## src/verilog/gpio_bank_pkg.sv

```systemverilog
// Package for the three-port GPIO bank: register indices, widths, reset values.
// Assumes a classic Wishbone slave with 32-bit data and byte addresses, one word per index.
package gpio_bank_pkg;

    // ************************************************************
    // Register indices (byte address is four times the index)
    // ************************************************************
    localparam logic [3:0] IDX_C_DATA = 4'h0;
    localparam logic [3:0] IDX_C_DIR = 4'h1;
    localparam logic [3:0] IDX_C_OPT = 4'h2;
    localparam logic [3:0] IDX_B_DATA = 4'h4;
    localparam logic [3:0] IDX_B_DIR = 4'h5;
    localparam logic [3:0] IDX_B_OPT = 4'h6;
    localparam logic [3:0] IDX_A_DATA = 4'h8;
    localparam logic [3:0] IDX_A_DIR = 4'h9;
    localparam logic [3:0] IDX_A_OPT = 4'hA;
    localparam logic [3:0] IDX_IRQ_STATUS = 4'hC;
    localparam logic [3:0] IDX_IRQ_MASK = 4'hD;

    // ************************************************************
    // Widths and reset values
    // ************************************************************
    localparam int PORT_W = 8;
    localparam int PORT_C_PINS = 6;
    localparam int IRQ_W = 3;
    localparam logic [7:0] PORT_RESET = 8'h00;
    localparam logic [2:0] IRQ_RESET = 3'h0;

    // Interrupt status bit positions, one per port group.
    localparam int IRQ_BIT_A = 0;
    localparam int IRQ_BIT_B = 1;
    localparam int IRQ_BIT_C = 2;

endpackage

```

## src/verilog/gpio_port.sv

```systemverilog
// One 8-bit GPIO port: latch, direction, option, pad control and interrupt level.
// Assumes registers are written by the parent; pad inputs may be asynchronous to clock.
`timescale 1ns/10ps
`default_nettype none
module gpio_port #(
    parameter int WIDTH = 8,
    parameter bit HAS_PULLUP = 1'b1,
    parameter bit TRUE_OPEN_DRAIN = 1'b0
) (
    // Clock and reset.
    input wire logic clock,
    input wire logic rst_n,
    // Register writes.
    input wire logic wr_data,
    input wire logic wr_dir,
    input wire logic wr_opt,
    input wire logic [WIDTH-1:0] wr_value,
    // Register contents.
    output logic [WIDTH-1:0] data_q,
    output logic [WIDTH-1:0] dir_q,
    output logic [WIDTH-1:0] opt_q,
    output logic [WIDTH-1:0] read_value,
    // Alternate function from peripherals.
    input wire logic [WIDTH-1:0] alt_en,
    input wire logic [WIDTH-1:0] alt_out,
    input wire logic [WIDTH-1:0] alt_push_pull,
    // Pads.
    input wire logic [WIDTH-1:0] pin_in,
    output logic [WIDTH-1:0] pin_out,
    output logic [WIDTH-1:0] pin_oe,
    output logic [WIDTH-1:0] pin_pullup,
    // Combined interrupt level.
    output logic irq_level,
    output logic irq_any_en
);
    import gpio_bank_pkg::*;

    // ************************************************************
    // Registers
    // ************************************************************
    logic [WIDTH-1:0] meta_reg;
    logic [WIDTH-1:0] sync_reg;
    logic [WIDTH-1:0] data_reg;
    logic [WIDTH-1:0] dir_reg;
    logic [WIDTH-1:0] opt_reg;

    // Latch, direction and option registers; data latch written in any mode.
    always_ff @(posedge clock or negedge rst_n) begin
        if (!rst_n) begin
            data_reg <= WIDTH'(PORT_RESET);
            dir_reg <= WIDTH'(PORT_RESET);
            opt_reg <= WIDTH'(PORT_RESET);
        end else begin
            if (wr_data) data_reg <= wr_value;
            if (wr_dir) dir_reg <= wr_value;
            if (wr_opt) opt_reg <= wr_value;
        end
    end

    // Two-stage synchroniser on the pad inputs.
    always_ff @(posedge clock or negedge rst_n) begin
        if (!rst_n) begin
            meta_reg <= '0;
            sync_reg <= '0;
        end else begin
            meta_reg <= pin_in;
            sync_reg <= meta_reg;
        end
    end

    // ************************************************************
    // Pad control, per bit
    // ************************************************************
    logic [WIDTH-1:0] out_mode;
    logic [WIDTH-1:0] drive_val;
    logic [WIDTH-1:0] push_pull;
    logic [WIDTH-1:0] irq_en;

    // Bit n of every register steers pin n; alternate function overrides.
    genvar i;
    generate
        for (i = 0; i < WIDTH; i = i + 1) begin : g_bit
            assign out_mode[i] = dir_reg[i] | alt_en[i];
            assign drive_val[i] = alt_en[i] ? alt_out[i] : data_reg[i];
            // Port A never drives high; others push-pull with option set, or with alt_push_pull when claimed.
            assign push_pull[i] = alt_en[i] ? (alt_push_pull[i] & !TRUE_OPEN_DRAIN)
                                : (opt_reg[i] & !TRUE_OPEN_DRAIN);
            // Low is always driven; high only in push-pull.
            assign pin_oe[i] = out_mode[i] & (!drive_val[i] | push_pull[i]);
            assign pin_out[i] = drive_val[i];
            assign irq_en[i] = !out_mode[i] & opt_reg[i];
            assign pin_pullup[i] = HAS_PULLUP & irq_en[i];
            assign read_value[i] = dir_reg[i] ? data_reg[i] : sync_reg[i];
        end
    endgenerate

    // Enabled inputs are ANDed; disabled pins count as high.
    assign irq_level = &(sync_reg | ~irq_en);
    assign irq_any_en = |irq_en;

    assign data_q = data_reg;
    assign dir_q = dir_reg;
    assign opt_q = opt_reg;

endmodule
`default_nettype wire

```

## src/verilog/gpio_bank.sv

```systemverilog
// Three-port GPIO bank with Wishbone register access and a falling-edge interrupt.
// Assumes classic Wishbone, 32-bit data, byte addresses, one 20 MHz clock.
// Notes on behaviour
// Direction bit cleared means input, set means output.
// Data writes always update the output latch, even for inputs.
// Data read gives latch for outputs, synchronised pin level for inputs.
// Input option set enables interrupt; pull-up on ports B and C only.
// Ports B and C output: option clear open drain, set push-pull.
// Port A output is open drain; option set is reserved for software.
// Reset clears data, direction and option registers of every port.
// Pins without an option bit are configured by direction alone.
// Converter input pins must be floating inputs, set by software.
// Avoid changing pin level or load during a conversion.
// Software uses only the safe configuration transitions.
// Bit n of each port register belongs to pin n.
// Output pins never generate interrupts.
// Interrupt-enabled inputs of a port are ANDed before detection.
// A peripheral claiming a pin overrides port programming as output.
// Writes act at the next edge; inputs are synchronised first.
//
// Our own choice: the Wishbone interface to the registers.
`timescale 1ns/10ps
`default_nettype none
module gpio_bank (
    // Clock and reset.
    input wire logic clock,
    input wire logic rst_n,
    // Wishbone slave.
    input wire logic wb_cyc_i,
    input wire logic wb_stb_i,
    input wire logic wb_we_i,
    input wire logic [5:0] wb_adr_i,
    input wire logic [3:0] wb_sel_i,
    input wire logic [31:0] wb_dat_i,
    output logic [31:0] wb_dat_o,
    output logic wb_ack_o,
    // Interrupt.
    output logic irq,
    // Port A pins.
    input wire logic [gpio_bank_pkg::PORT_W-1:0] first_port_pins_in,
    output logic [gpio_bank_pkg::PORT_W-1:0] first_port_pins_out,
    output logic [gpio_bank_pkg::PORT_W-1:0] first_port_pins_oe,
    // Port B pins.
    input wire logic [gpio_bank_pkg::PORT_W-1:0] second_port_pins_in,
    output logic [gpio_bank_pkg::PORT_W-1:0] second_port_pins_out,
    output logic [gpio_bank_pkg::PORT_W-1:0] second_port_pins_oe,
    output logic [gpio_bank_pkg::PORT_W-1:0] second_port_pullup,
    // Port C pins.
    input wire logic [gpio_bank_pkg::PORT_C_PINS-1:0] third_port_pins_in,
    output logic [gpio_bank_pkg::PORT_C_PINS-1:0] third_port_pins_out,
    output logic [gpio_bank_pkg::PORT_C_PINS-1:0] third_port_pins_oe,
    output logic [gpio_bank_pkg::PORT_C_PINS-1:0] third_port_pullup,
    // Peripheral alternate functions, A then B then C.
    input wire logic [3*gpio_bank_pkg::PORT_W-1:0] alt_en,
    input wire logic [3*gpio_bank_pkg::PORT_W-1:0] alt_out,
    input wire logic [3*gpio_bank_pkg::PORT_W-1:0] alt_push_pull
);
    import gpio_bank_pkg::*;

    // ************************************************************
    // Bus decode
    // ************************************************************
    logic [3:0] idx;
    logic req;
    logic wr_ok;
    logic rd_ok;
    logic lane0;
    logic ack_reg;
    logic [31:0] rdata_reg;
    logic [31:0] rdata_next;

    // Single-cycle answer: ack one cycle after the request, then dropped.
    assign idx = wb_adr_i[5:2];
    assign req = wb_cyc_i & wb_stb_i & !ack_reg;
    assign lane0 = wb_sel_i[0];
    assign wr_ok = req & wb_we_i & lane0;
    assign rd_ok = req & !wb_we_i;

    // Pin-side vectors; port C widened to eight bits with unused pins tied high.
    logic [PORT_W-1:0] c_pin_in;
    logic [PORT_W-1:0] c_out;
    logic [PORT_W-1:0] c_oe;
    logic [PORT_W-1:0] c_pu;
    logic [PORT_W-1:0] a_pu_unused;
    // Register contents and read values of each port.
    logic [PORT_W-1:0] a_data;
    logic [PORT_W-1:0] a_dir;
    logic [PORT_W-1:0] a_opt;
    logic [PORT_W-1:0] a_rd;
    logic [PORT_W-1:0] b_data;
    logic [PORT_W-1:0] b_dir;
    logic [PORT_W-1:0] b_opt;
    logic [PORT_W-1:0] b_rd;
    logic [PORT_W-1:0] c_data;
    logic [PORT_W-1:0] c_dir;
    logic [PORT_W-1:0] c_opt;
    logic [PORT_W-1:0] c_rd;
    logic [PORT_W-1:0] c_alt_en;
    logic [IRQ_W-1:0] lvl;
    logic [IRQ_W-1:0] lvl_en;
    assign c_pin_in = {{(PORT_W-PORT_C_PINS){1'b1}}, third_port_pins_in};
    // Pins C6 and C7 do not exist; they never claim a peripheral.
    assign c_alt_en = {{(PORT_W-PORT_C_PINS){1'b0}}, alt_en[3*PORT_W-3:2*PORT_W]};

    // ************************************************************
    // Write strobes
    // ************************************************************
    // A write with lane 0 off is acknowledged but raises no strobe.
    logic wr_a_data;
    logic wr_a_dir;
    logic wr_a_opt;
    logic wr_b_data;
    logic wr_b_dir;
    logic wr_b_opt;
    logic wr_c_data;
    logic wr_c_dir;
    logic wr_c_opt;
    logic wr_mask;
    // One strobe per register except the read-only status; a write acts at the edge that takes it.
    assign wr_a_data = wr_ok && idx == IDX_A_DATA;
    assign wr_a_dir = wr_ok && idx == IDX_A_DIR;
    assign wr_a_opt = wr_ok && idx == IDX_A_OPT;
    assign wr_b_data = wr_ok && idx == IDX_B_DATA;
    assign wr_b_dir = wr_ok && idx == IDX_B_DIR;
    assign wr_b_opt = wr_ok && idx == IDX_B_OPT;
    assign wr_c_data = wr_ok && idx == IDX_C_DATA;
    assign wr_c_dir = wr_ok && idx == IDX_C_DIR;
    assign wr_c_opt = wr_ok && idx == IDX_C_OPT;
    assign wr_mask = wr_ok && idx == IDX_IRQ_MASK;

    // ************************************************************
    // Ports
    // ************************************************************
    // Port A: true open drain, no pull-up.
    gpio_port #(.WIDTH(PORT_W), .HAS_PULLUP(1'b0), .TRUE_OPEN_DRAIN(1'b1)) u_port_a (
        .clock(clock),
        .rst_n(rst_n),
        .wr_data(wr_a_data),
        .wr_dir(wr_a_dir),
        .wr_opt(wr_a_opt),
        .wr_value(wb_dat_i[7:0]),
        .data_q(a_data),
        .dir_q(a_dir),
        .opt_q(a_opt),
        .read_value(a_rd),
        .alt_en(alt_en[PORT_W-1:0]),
        .alt_out(alt_out[PORT_W-1:0]),
        .alt_push_pull(alt_push_pull[PORT_W-1:0]),
        .pin_in(first_port_pins_in),
        .pin_out(first_port_pins_out),
        .pin_oe(first_port_pins_oe),
        .pin_pullup(a_pu_unused),
        .irq_level(lvl[IRQ_BIT_A]),
        .irq_any_en(lvl_en[IRQ_BIT_A])
    );

    // Port B: logic-level open drain or push-pull, pull-up with interrupt.
    gpio_port #(.WIDTH(PORT_W), .HAS_PULLUP(1'b1), .TRUE_OPEN_DRAIN(1'b0)) u_port_b (
        .clock(clock),
        .rst_n(rst_n),
        .wr_data(wr_b_data),
        .wr_dir(wr_b_dir),
        .wr_opt(wr_b_opt),
        .wr_value(wb_dat_i[7:0]),
        .data_q(b_data),
        .dir_q(b_dir),
        .opt_q(b_opt),
        .read_value(b_rd),
        .alt_en(alt_en[2*PORT_W-1:PORT_W]),
        .alt_out(alt_out[2*PORT_W-1:PORT_W]),
        .alt_push_pull(alt_push_pull[2*PORT_W-1:PORT_W]),
        .pin_in(second_port_pins_in),
        .pin_out(second_port_pins_out),
        .pin_oe(second_port_pins_oe),
        .pin_pullup(second_port_pullup),
        .irq_level(lvl[IRQ_BIT_B]),
        .irq_any_en(lvl_en[IRQ_BIT_B])
    );

    // Port C: six pins, same modes as port B.
    gpio_port #(.WIDTH(PORT_W), .HAS_PULLUP(1'b1), .TRUE_OPEN_DRAIN(1'b0)) u_port_c (
        .clock(clock),
        .rst_n(rst_n),
        .wr_data(wr_c_data),
        .wr_dir(wr_c_dir),
        .wr_opt(wr_c_opt),
        .wr_value(wb_dat_i[7:0]),
        .data_q(c_data),
        .dir_q(c_dir),
        .opt_q(c_opt),
        .read_value(c_rd),
        .alt_en(c_alt_en),
        .alt_out(alt_out[3*PORT_W-1:2*PORT_W]),
        .alt_push_pull(alt_push_pull[3*PORT_W-1:2*PORT_W]),
        .pin_in(c_pin_in),
        .pin_out(c_out),
        .pin_oe(c_oe),
        .pin_pullup(c_pu),
        .irq_level(lvl[IRQ_BIT_C]),
        .irq_any_en(lvl_en[IRQ_BIT_C])
    );

    assign third_port_pins_out = c_out[PORT_C_PINS-1:0];
    assign third_port_pins_oe = c_oe[PORT_C_PINS-1:0];
    assign third_port_pullup = c_pu[PORT_C_PINS-1:0];

    // ************************************************************
    // Interrupt status and mask
    // ************************************************************
    logic [IRQ_W-1:0] lvl_reg;
    logic [IRQ_W-1:0] status_reg;
    logic [IRQ_W-1:0] status_next;
    logic [IRQ_W-1:0] mask_reg;
    logic [IRQ_W-1:0] fall;
    logic status_rd;

    // A falling edge of the ANDed level of a group is the event.
    assign fall = lvl_reg & ~lvl & lvl_en;
    assign status_rd = rd_ok && idx == IDX_IRQ_STATUS;
    // Reading clears the status, but an event in that cycle still sets it.
    assign status_next = (status_rd ? IRQ_RESET : status_reg) | fall;

    // Level history; reset high so that no false edge follows reset.
    always_ff @(posedge clock or negedge rst_n) begin
        if (!rst_n) begin
            lvl_reg <= {IRQ_W{1'b1}};
        end else begin
            lvl_reg <= lvl;
        end
    end

    // Sticky status, set by an event and cleared by a read.
    always_ff @(posedge clock or negedge rst_n) begin
        if (!rst_n) begin
            status_reg <= IRQ_RESET;
        end else begin
            status_reg <= status_next;
        end
    end

    // Mask register, written from the low bits of the bus data.
    always_ff @(posedge clock or negedge rst_n) begin
        if (!rst_n) begin
            mask_reg <= IRQ_RESET;
        end else if (wr_mask) begin
            mask_reg <= wb_dat_i[IRQ_W-1:0];
        end
    end

    assign irq = |(status_reg & mask_reg);

    // ************************************************************
    // Read mux
    // ************************************************************
    // Data reads reflect pins for inputs and latch for outputs.
    always_comb begin
        rdata_next = 32'h0000_0000;
        if (idx == IDX_A_DATA) begin
            rdata_next[7:0] = a_rd;
        end else if (idx == IDX_A_DIR) begin
            rdata_next[7:0] = a_dir;
        end else if (idx == IDX_A_OPT) begin
            rdata_next[7:0] = a_opt;
        end else if (idx == IDX_B_DATA) begin
            rdata_next[7:0] = b_rd;
        end else if (idx == IDX_B_DIR) begin
            rdata_next[7:0] = b_dir;
        end else if (idx == IDX_B_OPT) begin
            rdata_next[7:0] = b_opt;
        end else if (idx == IDX_C_DATA) begin
            rdata_next[5:0] = c_rd[5:0];
        end else if (idx == IDX_C_DIR) begin
            rdata_next[7:0] = c_dir;
        end else if (idx == IDX_C_OPT) begin
            rdata_next[7:0] = c_opt;
        end else if (idx == IDX_IRQ_STATUS) begin
            rdata_next[IRQ_W-1:0] = status_reg;
        end else if (idx == IDX_IRQ_MASK) begin
            rdata_next[IRQ_W-1:0] = mask_reg;
        end
    end

    // Answer register; unmapped addresses ack with zero data.
    always_ff @(posedge clock or negedge rst_n) begin
        if (!rst_n) begin
            ack_reg <= 1'b0;
            rdata_reg <= 32'h0000_0000;
        end else begin
            ack_reg <= req;
            if (rd_ok) rdata_reg <= rdata_next;
        end
    end

    assign wb_ack_o = ack_reg;
    assign wb_dat_o = rdata_reg;

    // Data latch of unused port C bits is kept but never reaches a pin.
    logic unused_ok;
    assign unused_ok = &{1'b0, c_data, a_data, b_data, a_pu_unused, c_out[7:6],
                         c_oe[7:6], c_pu[7:6], alt_en[3*PORT_W-1:3*PORT_W-2], c_rd[7:6]};

endmodule
`default_nettype wire

```

## config.mk

```make
export PLATFORM = sky130hd
export DESIGN_NAME = gpio_bank
export DESIGN_NICKNAME = d
export VERILOG_FILES = /design/src/verilog/gpio_bank_pkg.sv /design/src/verilog/gpio_port.sv /design/src/verilog/gpio_bank.sv
export SDC_FILE = /design/constraint.sdc
export NUM_CORES = 1
export LEC_CHECK = 0
export ABC_AREA = 1
export BUFFER_PORTS_ARGS = -buffer_cell sky130_fd_sc_hd__buf_2
export CORE_MARGIN = 4
export CORE_UTILIZATION = 35
export CTS_CLUSTER_SIZE = 28
export DETAILED_ROUTE_END_ITERATION = 7
export HOLD_SLACK_MARGIN = 0.05
export PLACE_DENSITY = 0.57
export SYNTH_ARGS = -nofsm -noshare
export SYNTH_HDL_FRONTEND = slang
export SYNTH_HIERARCHICAL = 1
export SYNTH_SLANG_ARGS = --single-unit
export TNS_END_PERCENT = 20
```

## constraint.sdc

```tcl
create_clock -name clock -period 2.8 [get_ports clock]
set_input_delay 0.14 -clock clock [delete_from_list [all_inputs] [get_ports clock]]
set_output_delay 0.14 -clock clock [all_outputs]
set_load 0.01 [all_outputs]
```

==> results.sh <==
export IMPL_grt_pass1_vias=5784
export IMPL_vias=6001
export IMPL_die_area_sq_um=22000
export IMPL_tightest_slew_ns=0.660
export IMPL_gp_congestion=0.869
export IMPL_postRouteWirelength_mm=19.5
export IMPL_grt_start_max_net_pins=71
export IMPL_hold_viol=0
export IMPL_root_buffer="clkbuf_16"
export IMPL_avgSynthCellArea_sq_um=8.22
export IMPL_switchingPower_mw=1.45
export IMPL_grt_remaining_overflow=0
export IMPL_die_w_microns=148
export IMPL_insertion_delay_ns=0.42
export IMPL_min_period_ns=2.50
export IMPL_crit_path_end_kind="register"
export IMPL_cts_made_buffers=17
export IMPL_fmaxAchievable_mhz=401
export IMPL_reg2reg_depth=5
export IMPL_regToRegSetupSlack_ns=0.84
export IMPL_antenna_found_initial=3
export IMPL_clk_pin_slew_ns=0.06
export IMPL_post_route_period_util_pct=89.1
export IMPL_ir_drop_v=0.000480
export IMPL_crit_arrival_ns=2.80
export IMPL_leakage_nw=4.66
export IMPL_synth_cell_area_sq_um=6880
export IMPL_ioPinCount=233
export IMPL_setup_tns_ns=0
export IMPL_post_route_cells_drive_above_1_share_pct=27.3
export IMPL_critPathMaxFanout=9
export IMPL_syn_inst=837
export IMPL_hold_path_class="in -> reg"
export IMPL_seqPwrFrac_pct=44.0
export IMPL_critical_path_class="in -> reg"
export IMPL_drtAntennaViolNets=0
export IMPL_viasPerCell=4.52
export IMPL_layout_nets=1192
export IMPL_grt_pass1_wl_mm=30.8
export IMPL_final_core_util_pct=45.4
export IMPL_dp_hpwl_mm=14.8
export IMPL_relSlewSlack_pct=56.0
export IMPL_pwr_share_clk_pct=40.6
export IMPL_firstDrtPassIters=5
export IMPL_internal_power_mw=3.72
export IMPL_rsz0062_at_grt="no"
export IMPL_setup_violations=0
export IMPL_combinationalPowerShare_pct=15.4
export IMPL_drt_initial_drc_count=320
export IMPL_drc=0
export IMPL_yosysWarnings=6
export IMPL_maxCapViolCount=0
export IMPL_cp_required_ns=3.10
export IMPL_cp_endpoint="u_port_a/dir_q[7]"
export IMPL_coreArea_sq_um=19400
export IMPL_cts_max_level=4
export IMPL_r2r_end="u_port_a/dir_q[7]"
export IMPL_initial_core_util_pct=35.5
export IMPL_skew_ns=0.00594
export IMPL_post_cts_buffers=0
export IMPL_r2r_start="wb_ack_o"
export IMPL_die_h_microns=148
export IMPL_cts_tree="done"
export IMPL_clockBufferDepth=2
export IMPL_grt_util_all_layers_pct=18.1
export IMPL_io_buffer_count=165
export IMPL_syn2layout_area_growth_pct=28.1
export IMPL_status="finished, final reports clean"
export IMPL_slew_viol_final=0
export IMPL_startpoint_type="primary input"
export IMPL_cp_startpoint="wb_stb_i"
export IMPL_wire_per_inst_microns=14.7
export IMPL_switching_share_pct=28.0
export IMPL_rows=51
export IMPL_power_density_nw_per_um2=586
export IMPL_clock_sinks=136
-- power by group through the flow --
stage	registers (mW)	clock network, mW	logic, mW
5_1_grt	2.30	2.24	0.902
3_3_place_gp	2.30	0	0.766
3_5_place_dp	2.31	0	0.774
6_report	2.27	2.10	0.796
2_1_floorplan	2.27	0	0.448
4_1_cts	2.27	2.15	0.806
-- layout make-up --
class | count | area, sq um
Tap cell | 265 | 332
Clock buffer | 19 | 453
Sequential cell | 136 | 3410
Clock inverter | 12 | 103
Multi-Input combinational cell | 573 | 2870
Timing Repair Buffer | 201 | 1180
Fill cell | 1983 | 10600
Inverter | 122 | 464
Antenna cell | 1 | 2.50
-- placed cells by master, fill, tap and decap left out, drive strengths merged, types with 7 or more instances in the layout --
master and count:
a21oi 24, dfrtp 133, nand2 240, nand4 10, clkinv 7, conb 29, nand3 33, inv 122
buf 176, o21ai 79, dlygate4sd3 25, nor2 95, mux2 35, o21a 10, clkbuf 19
-- what timing repair did --
| item | 4_1_cts | 5_1_grt |
|---|---|---|
| endpoints found under the hold margin | 88 | 0 |
| hold buffers | 25 | 0 |
| gates resized for setup | 0 | 1 |
| setup endpoints to repair | 0 | 4 |
-- worst min path at each step --
| stage | startpoint | end | slack [ns] | depth (start not counted) |
|---|---|---|---|---|
| after floorplan | rst_n | mask_reg[0] | -0.16 | 0 |
| after global placement | rst_n | u_port_a/data_q[0] | 0.21 | 1 |
| after detailed placement | rst_n | u_port_a/data_q[0] | 0.20 | 1 |
| after CTS | wb_dat_i[6] | u_port_a/data_q[6] | 0.06 | 3 |
| after global routing | wb_we_i | wb_dat_o[6] | 0.09 | 4 |
| final | wb_dat_i[6] | u_port_a/data_q[6] | 0.08 | 3 |
-- critical path, cell delays in order --
cell,delay [ns]
dlygate4sd3_1,0.52
buf_2,0.09
nand2_1,0.03
dlygate4sd3_1,0.55
nor2_1,0.23
nand3_1,0.39
nor3_1,0.26
buf_4,0.26
mux2_4,0.32
-- layer usage --
layer  track usage (%)  part of all wire, %  vias up
met5                 0                 0.11        -
met4              5.64                  1.9        4
met3              4.14                  5.7       24
met2              28.4                   46      177
met1              25.1                   46     2779
li1                  -                    -     3017
-- stage by stage --
| step | instances | setup WS [ns] | hold WS [ns] | area (sq um) | total power [mW] |
|---|---|---|---|---|---|
| after CTS | 1328 | 0.189 | 0.0639 | 8800 | 5.23 |
| after global routing | 1329 | 0.112 | 0.0859 | 8810 | 5.44 |
| after detailed placement | 1272 | 0.745 | 0.199 | 8000 | 3.08 |
| after floorplan | 864 | 1.17 | -0.156 | 6980 | 2.72 |
| final | 1329 | 0.305 | 0.0796 | 8810 | 5.16 |
| after global placement | 1272 | 0.768 | 0.207 | 8000 | 3.07 |
Note: power is estimated with default switching activity, not from simulation.
